===== src/rtl/trace_ctl_regs.svh =====
// Register offsets, field positions, address width and fixed values.
`ifndef TRACE_CTL_REGS_SVH
`define TRACE_CTL_REGS_SVH
`define ADDR_W 4
`define OFF_CONTROL 4'h0
`define OFF_STATUS 4'h1
`define OFF_MODE 4'h2
`define OFF_FORMATTER_FLUSH_CONTROL_REGISTER 4'h3
`define OFF_TRIGCNT 4'h4
`define OFF_READDATA 4'h5
`define OFF_LEVEL 4'h6
`define OFF_WATERMARK 4'h7
`define OFF_EVENT 4'h8
`define CTL_CAPTURE_BIT 0
`define STS_EMPTY_BIT 0
`define STS_FULL_BIT 1
`define STS_READY_BIT 2
`define STS_FTEMPTY_BIT 3
`define FF_FORMAT_BIT 0
`define FF_TRIG_INSERT_BIT 1
`define FF_TRIG_ON_INPUT_BIT 8
`define FF_STOP_ON_FLUSH_BIT 12
`define FF_STOP_ON_TRIG_BIT 13
`define FF_DRAIN_BIT 14
`define FF_MANUAL_FLUSH_BIT 6
`define FF_FLUSH_ON_TRIG_BIT 5
`define EVT_TRIGGER_BIT 0
`define NO_DATA_WORD 32'hffffffff
`define FORMAT_PAD_BYTE 8'h00
`define RAW_END_BYTE 8'h01
`define FRAME_BYTES 16
`endif


===== src/rtl/trace_ctl_pkg.sv =====
// Types shared by the trace capture controller.
package trace_ctl_pkg;
  typedef enum logic [2:0] {
    ST_DISABLED = 3'b000,
    ST_RUNNING = 3'b001,
    ST_STOPPING = 3'b010,
    ST_STOPPED = 3'b011,
    ST_DRAINING = 3'b100,
    ST_DISABLING = 3'b101
  } ctl_state_type;
  typedef enum logic [1:0] {
    MODE_CB = 2'b00,
    MODE_SWF = 2'b01,
    MODE_HWF = 2'b10
  } op_mode_type;
endpackage


===== src/rtl/trace_capture_state_machine.sv =====
// Architectural state machine of a trace buffer controller.
`timescale 1ns/1ps
`include "trace_ctl_regs.svh"
module trace_capture_state_machine
  import trace_ctl_pkg::*;
#(
  parameter int LEVEL_W = 16
) (
  input wire logic clk_sys_in,
  input wire logic nrst_in,
  input wire logic clk_en_in,
  input wire logic [`ADDR_W-1:0] reg_addr_in,
  input wire logic [31:0] reg_wdata_in,
  input wire logic reg_write_in,
  input wire logic reg_read_in,
  input wire logic trigger_input_in,
  input wire logic flush_done_in,
  input wire logic flush_from_sink_in,
  input wire logic stop_seq_written_in,
  input wire logic formatter_empty_in,
  input wire logic fifo_empty_in,
  input wire logic fifo_full_in,
  input wire logic buffer_empty_in,
  input wire logic scatter_gather_in,
  input wire logic bus_idle_in,
  input wire logic [LEVEL_W-1:0] fill_level_in,
  input wire logic [31:0] mem_data_in,
  output logic [31:0] reg_rdata_out,
  output logic capture_out,
  output logic drain_out,
  output logic stop_seq_out,
  output logic [7:0] pad_byte_out,
  output logic discard_out,
  output logic overwrite_out,
  output logic flush_req_out,
  output logic mem_pop_out,
  output logic [31:0] trig_count_out,
  output logic [31:0] watermark_out,
  output logic ready_out
);

  // Refuses level widths that the read path cannot carry.
  if (LEVEL_W < 1 || LEVEL_W > 32) begin : g_bad_level_width
    $error("LEVEL_W must be 1 to 32.");
  end

  // ****************************************************
  // State
  // ****************************************************
  typedef struct packed {
    ctl_state_type st;
    logic cap_en;
    op_mode_type mode;
    logic [15:0] formatter_flush_control_register;
    logic [31:0] trig;
    logic [31:0] wm;
    logic [31:0] rdata;
    logic capture;
    logic drain;
    logic stop_seq;
    logic [7:0] pad;
    logic discard;
    logic overwrite;
    logic flush_req;
    logic pop;
    logic ready;
    logic trig_seen;
    logic [2:0] t_sync;
  } state_type;

  state_type s_q;
  state_type s_d;
  logic trig_rise;
  logic stop_event;
  logic stores_empty;
  logic [31:0] status_word;

  always_comb begin
    trig_rise = s_q.t_sync[1] & ~s_q.t_sync[2];
    stop_event = (flush_done_in & ~flush_from_sink_in
                  & s_q.formatter_flush_control_register[`FF_STOP_ON_FLUSH_BIT])
               | (trig_rise & s_q.mode == MODE_CB
                  & s_q.formatter_flush_control_register[`FF_STOP_ON_TRIG_BIT]);
    stores_empty = stop_seq_written_in & formatter_empty_in
                 & (s_q.mode != MODE_HWF | fifo_empty_in);
    status_word = 32'h0;
    status_word[`STS_EMPTY_BIT] = buffer_empty_in;
    status_word[`STS_FULL_BIT] = fifo_full_in;
    // Ready flag marks the end of a session.
    status_word[`STS_READY_BIT] = s_q.ready;
    status_word[`STS_FTEMPTY_BIT] = formatter_empty_in;
  end

  // ****************************************************
  // Next state
  // ****************************************************
  always_comb begin
    s_d = s_q;
    s_d.t_sync = {s_q.t_sync[1:0], trigger_input_in};
    s_d.pop = 1'b0;
    s_d.flush_req = 1'b0;
    if (reg_write_in) begin
      case (reg_addr_in)
        `OFF_CONTROL: begin
          s_d.cap_en = reg_wdata_in[`CTL_CAPTURE_BIT];
        end
        `OFF_MODE: begin
          s_d.mode = op_mode_type'(reg_wdata_in[1:0]);
        end
        `OFF_FORMATTER_FLUSH_CONTROL_REGISTER: begin
          s_d.formatter_flush_control_register = reg_wdata_in[15:0];
          s_d.flush_req = reg_wdata_in[`FF_MANUAL_FLUSH_BIT];
        end
        `OFF_TRIGCNT: begin
          s_d.trig = reg_wdata_in;
        end
        `OFF_WATERMARK: begin
          s_d.wm = reg_wdata_in;
        end
        default: begin
        end
      endcase
    end
    if (reg_read_in) begin
      case (reg_addr_in)
        `OFF_CONTROL: s_d.rdata = {31'h0, s_q.cap_en};
        `OFF_STATUS: s_d.rdata = status_word;
        `OFF_MODE: s_d.rdata = {30'h0, s_q.mode};
        `OFF_FORMATTER_FLUSH_CONTROL_REGISTER: s_d.rdata = {16'h0, s_q.formatter_flush_control_register};
        `OFF_TRIGCNT: s_d.rdata = s_q.trig;
        `OFF_WATERMARK: s_d.rdata = s_q.wm;
        `OFF_READDATA: begin
          // All ones when formatted memory is empty.
          if (buffer_empty_in && s_q.formatter_flush_control_register[`FF_FORMAT_BIT]) begin
            s_d.rdata = `NO_DATA_WORD;
          end else begin
            // Reads served in every state, with a pop only when memory is not empty.
            s_d.rdata = mem_data_in;
            s_d.pop = ~buffer_empty_in;
          end
        end
        `OFF_LEVEL: begin
          s_d.rdata = (s_q.cap_en && !scatter_gather_in)
                    ? 32'(fill_level_in) : 32'h0;
        end
        default: s_d.rdata = 32'h0;
      endcase
    end
    case (s_q.st)
      ST_DISABLED: begin
        if (s_d.cap_en) begin
          s_d.st = ST_RUNNING;
        end
      end
      ST_RUNNING: begin
        if (!s_d.cap_en) begin
          s_d.st = ST_DISABLING;
        end else if (stop_event) begin
          s_d.st = ST_STOPPING;
        end
      end
      ST_STOPPING: begin
        // Waits here until the stop sequence is written and the stores are empty.
        if (!s_d.cap_en) begin
          s_d.st = ST_DISABLING;
        end else if (stores_empty) begin
          s_d.st = ST_STOPPED;
        end
      end
      ST_STOPPED: begin
        if (!s_d.cap_en) begin
          s_d.st = ST_DISABLED;
        end else if (s_q.mode == MODE_CB
                     && s_d.formatter_flush_control_register[`FF_DRAIN_BIT]) begin
          s_d.st = ST_DRAINING;
          s_d.formatter_flush_control_register[`FF_DRAIN_BIT] = 1'b0;
        end
      end
      ST_DRAINING: begin
        if (!s_d.cap_en) begin
          s_d.st = ST_DISABLING;
        end else if (buffer_empty_in) begin
          s_d.st = ST_STOPPED;
        end
      end
      ST_DISABLING: begin
        // Only to Disabled, after bus settles and formatter is empty.
        if (bus_idle_in && formatter_empty_in) begin
          s_d.st = ST_DISABLED;
        end
      end
      default: s_d.st = ST_DISABLED;
    endcase
    // Manual flush requests only act outside Disabled.
    s_d.flush_req = s_d.flush_req && s_d.st != ST_DISABLED;
    s_d.capture = s_d.st == ST_RUNNING;
    // Drain contents in Stopping and Draining only.
    s_d.drain = s_d.st == ST_STOPPING || s_d.st == ST_DRAINING;
    s_d.stop_seq = s_d.st == ST_STOPPING || s_d.st == ST_DISABLING;
    s_d.pad = s_q.formatter_flush_control_register[`FF_FORMAT_BIT] ? `FORMAT_PAD_BYTE
                                       : `RAW_END_BYTE;
    s_d.discard = s_d.st == ST_DISABLING;
    // Overwrite when full in Disabling so the stop sequence completes.
    s_d.overwrite = s_d.st == ST_DISABLING && fifo_full_in;
    s_d.ready = s_d.st == ST_DISABLED || s_d.st == ST_STOPPED;
    if (!s_d.cap_en && s_q.st == ST_DISABLED) begin
      s_d.ready = 1'b1;
    end
  end

  always_ff @(posedge clk_sys_in or negedge nrst_in) begin
    if (!nrst_in) begin
      s_q <= '{st: ST_DISABLED, mode: MODE_CB, pad: `FORMAT_PAD_BYTE,
               ready: 1'b1, default: '0};
    end else if (clk_en_in) begin
      s_q <= s_d;
    end
  end

  assign reg_rdata_out = s_q.rdata;
  assign capture_out = s_q.capture;
  assign drain_out = s_q.drain;
  assign stop_seq_out = s_q.stop_seq;
  assign pad_byte_out = s_q.pad;
  assign discard_out = s_q.discard;
  assign overwrite_out = s_q.overwrite;
  assign flush_req_out = s_q.flush_req;
  assign mem_pop_out = s_q.pop;
  assign trig_count_out = s_q.trig;
  assign watermark_out = s_q.wm;
  assign ready_out = s_q.ready;
endmodule


===== config.mk =====
export PLATFORM = sky130hd
export DESIGN_NAME = trace_capture_state_machine
export DESIGN_NICKNAME = d
export VERILOG_FILES = /design/src/rtl/trace_ctl_pkg.sv /design/src/rtl/trace_capture_state_machine.sv
export VERILOG_INCLUDE_DIRS = /design/src /design/src/rtl
export SDC_FILE = /design/constraint.sdc
export NUM_CORES = 1
export LEC_CHECK = 0
export BUFFER_PORTS_ARGS = -buffer_cell sky130_fd_sc_hd__buf_2
export CAP_MARGIN = 40
export CORE_ASPECT_RATIO = 0.9
export CORE_MARGIN = 4
export CORE_UTILIZATION = 47
export CTS_CLUSTER_SIZE = 25
export DETAILED_ROUTE_END_ITERATION = 8
export PLACE_DENSITY = 0.8
export SLEW_MARGIN = 20
export SYNTH_ARGS = -nofsm -noshare
export SYNTH_HDL_FRONTEND = slang
export SYNTH_SLANG_ARGS = --single-unit
export TNS_END_PERCENT = 50

===== constraint.sdc =====
create_clock -name clk_sys_in -period 1.9 [get_ports clk_sys_in]
set_input_delay 0.57 -clock clk_sys_in [delete_from_list [all_inputs] [get_ports clk_sys_in]]
set_output_delay 0.57 -clock clk_sys_in [all_outputs]
set_load 0.02 [all_outputs]

==> run_results.csv <==
group,metric,value,unit
global_route,overflow,0,
place,placedCellCount,981,
yosys,ys_warn_count,0,
power,peakVddDrop,0.915,mV
sta,fmax,521,MHz
sta,slew_violations,0,
power,clockPowerShare,0.319,
min_path,hp-class,"primary input to async pin",
layout,syn2layout_area_growth,26.0,%
yosys,synthCells,649,
yosys,synth-seq-cells,130,
layout,final_net_count,909,
yosys,synth_top_area_share,0.463,
global_route,grt_pass1_wl,29.8,mm
power,pwr-share-comb,0.311,
place,placed_area,0.00807,sq mm
sta,period_minus_slack,1.92,ns
sta,timing.hold.ws,0.0682,ns
yosys,yosys-top-cells-count,"129 x dfrtp_1, 106 x buf_4, 79 x mux2_2, 70 x nand2_1, 46 x o21ai_0",
sta,rsz0062_at_grt,"yes",
clocking,clkTransAtPathRegs,0.06,ns
sta,layout_setup_ws,-0.0181,ns
drt,drt_iter0_drc,308,
power,p_sw_frac,0.337,
drt,num_vias,5637,
power,p_seq_frac,0.369,
floorplanning,rows,41,
yosys,synth-edff-count,0,
clocking,cts_tree,"yes",
floorplanning,core_area,0.0143,sq mm
yosys,ys_async_sr_fraction,1.00,
run,maxCapViolCount,0,
power,p_leak,4.30,nW
clocking,clock-sinks,130,
yosys,synth_area_leaders,"dfrtp_1 46%, mux2_2 13%, buf_4 11%, nand2_1 3.8%, a221oi_1 3.6%",
layout,fill_cells,1183,
drt,route.detailed.drc,0,
critical_path,critPathMaxFanout,6,
layout,stdcell_area,0.00878,sq mm
sta,fin_skew,0.00775,ns
drt,viasPerCell,5.55,
clocking,h-tree-depth,4,
yosys,syn_area,0.00697,sq mm
yosys,syn-mean-instance-area,10.7,sq um
sta,setup_violations,2,
floorplanning,io_pins,211,
critical_path,path_class,"flip-flop to flip-flop",
critical_path,crit_required,2.26,ns
critical_path,cp_slowest_stage_delay,0.40,ns
clocking,cts_root_buf,"clkbuf_16",
clocking,numCtsBuffers,17,
drt,dr.pass1.iters,5,
critical_path,cp.arrival,2.28,ns
sta,hold_violations,0,
yosys,ys_types,64,
layout,drive_above_1_share,0.525,
critical_path,endpoint_kind,"flip-flop",
critical_path,cpMaxStageDelayCell,"or2_2",
global_route,grt_use_total,0.231,
clocking,clkLatencyLatePin,0.42,ns
yosys,synth_top_area_cell,"dfrtp_1",
power,switchingPower,3.34,mW
global_route,grt_start_max_net_pins,42,
drt,final_antenna_net_count,0,
place,place_congestion,0.888,
layout,diodes,0,
floorplanning,dieArea,0.0169,sq mm
sta,min_period_over_period,1.01,
layout,final_cells,1016,
power,p_int,6.57,mW
critical_path,critical_path.cell_chain,"or2_2 -> nor4_2 -> o2bb2ai_1 -> buf_4 -> a2111oi_4 -> a21o_1",
global_route,grt_pass1_vias,5611,
place,place_hpwl,14.4,mm
run_status,status,"finished with violations",
place,io_buffers,203,
power,p_per_area,1130,mW/mm^2
drt,routedWlPerCell,19.3,um
yosys,synth_most_common_cell,"dfrtp_1",
place,pre_cts_ws,-0.409,ns
yosys,ys.flop_type,"dfrtp_1",
clocking,clockBufferDepth,2,
drt,drt-total-wl,19.6,mm
run_status,failed_checks,"setup timing",
power,p_total,9.91,mW
floorplanning,start_util,0.489,
floorplanning,die_x,136,um
critical_path,start_kind,"flip-flop",
global_route,antenna_found_initial,1,
yosys,synth_seq_area_share,0.467,
floorplanning,die_h,124,um
## final cells by class
cell class / count / area [sq um] / share of cell area
repair buffers: 282 / 1790 / 0.203
multi-input cells: 374 / 2910 / 0.331
clock buffers: 21 / 470 / 0.0536
flip-flops and latches: 130 / 3250 / 0.371
clock inverters: 11 / 105 / 0.0120
well taps: 193 / 241 / 0.0275
inverters: 5 / 18.8 / 0.00214
## cell families after synthesis
| group | synth area share |
|---|---|
| buffers and inverters | 0.144 |
| and+or+nand+nor | 0.105 |
| AOI/OAI and AO/OA | 0.142 |
| DFF | 0.467 |
| muxes | 0.140 |
| xor gates and xnor gates | 0.00126 |
| other | 0.000538 |
## what timing repair did
action | 4_1_cts | 5_1_grt
endpoints found under the setup margin | 5 | 8
setup buffers | 1 | 2
resized for setup | 13 | 7
pin swaps | 7 | 5
hold buffers | 0 | 0
## power by group through the flow
stage	Clock, mW	Combinational (mW)	Sequential [mW]
floorplan	0	2.10	3.64
global placement	0	2.70	3.67
detailed placement	0	2.76	3.69
CTS	3.22	2.93	3.65
global route	3.34	3.28	3.72
finish	3.17	3.08	3.66
## registers in the layout (all words and copies together) (netlist names)
name,flops
s_d,2
s_q,23
watermark_out,32
stop_seq_out,1
pad_byte_out,1
discard_out,1
capture_out,1
overwrite_out,1
trig_count_out,32
ready_out,1
mem_pop_out,1
flush_req_out,1
drain_out,1
reg_rdata_out,32
## layer usage
metal	global-route usage	wire, um
met1	0.309	8300
met5	0	8
met2	0.368	9550
met3	0.0484	1250
met4	0.0963	481
## stage by stage
| step | setup TNS (ns) | util |
|---|---|---|
| finish | -0.0258 | 0.616 |
| global route | -0.479 | 0.616 |
| CTS | -0.0303 | 0.612 |
| detailed placement | -23.21 | 0.566 |
| global placement | -18.63 | 0.566 |
| floorplan | -2.02 | - |
## critical path, delay by kind of cell, from the launching register on
family	cells	cell delay, ns
compound gates	3	0.61
buf+inv	1	0.18
simple gates	2	0.69
flops	1	0.38
## final timing paths
| path | slack (ns) | end | cells after the start | startpoint |
|---|---|---|---|---|
| worst min-delay path | 0.07 | trig_count_out[23] | 1 | nrst_in |
| worst max-delay path | -0.02 | drain_out | 6 | s_q[133] |
| worst max register to register | -0.02 | drain_out | 6 | s_q[133] |
| max in group asynchronous | 1.27 | watermark_out[14] | 2 | nrst_in |
| worst min register to register | 0.47 | reg_rdata_out[27] | 1 | reg_rdata_out[27] |
| min in group clk_sys_in | 0.39 | s_d[1] | 2 | trigger_input_in |
## layout by cell type (no fill, tap or decap), types with 3 or more instances in the layout
cell	netlist	final
conb_1	1	7
clkbuf_8	0	3
nor3_2	0	3
o21ai_1	5	5
clkinv_4	0	3
nor2_1	13	11
clkbuf_16	0	17
o21a_1	15	15
buf_2	14	202
dfrtp_1	129	129
nand3b_1	4	4
buf_4	106	64
clkinvlp_4	0	4
a21o_1	7	7
nand2_1	70	69
nand3_1	15	15
a221oi_1	29	29
nand2b_1	4	3
o21ai_0	46	46
a31oi_1	3	3
mux2_1	5	5
a21oi_1	10	8
buf_6	3	3
nor4_4	2	4
inv_1	5	5
mux2_2	79	79
buf_12	0	13
No activity file was read; power rests on OpenSTA's default activity.
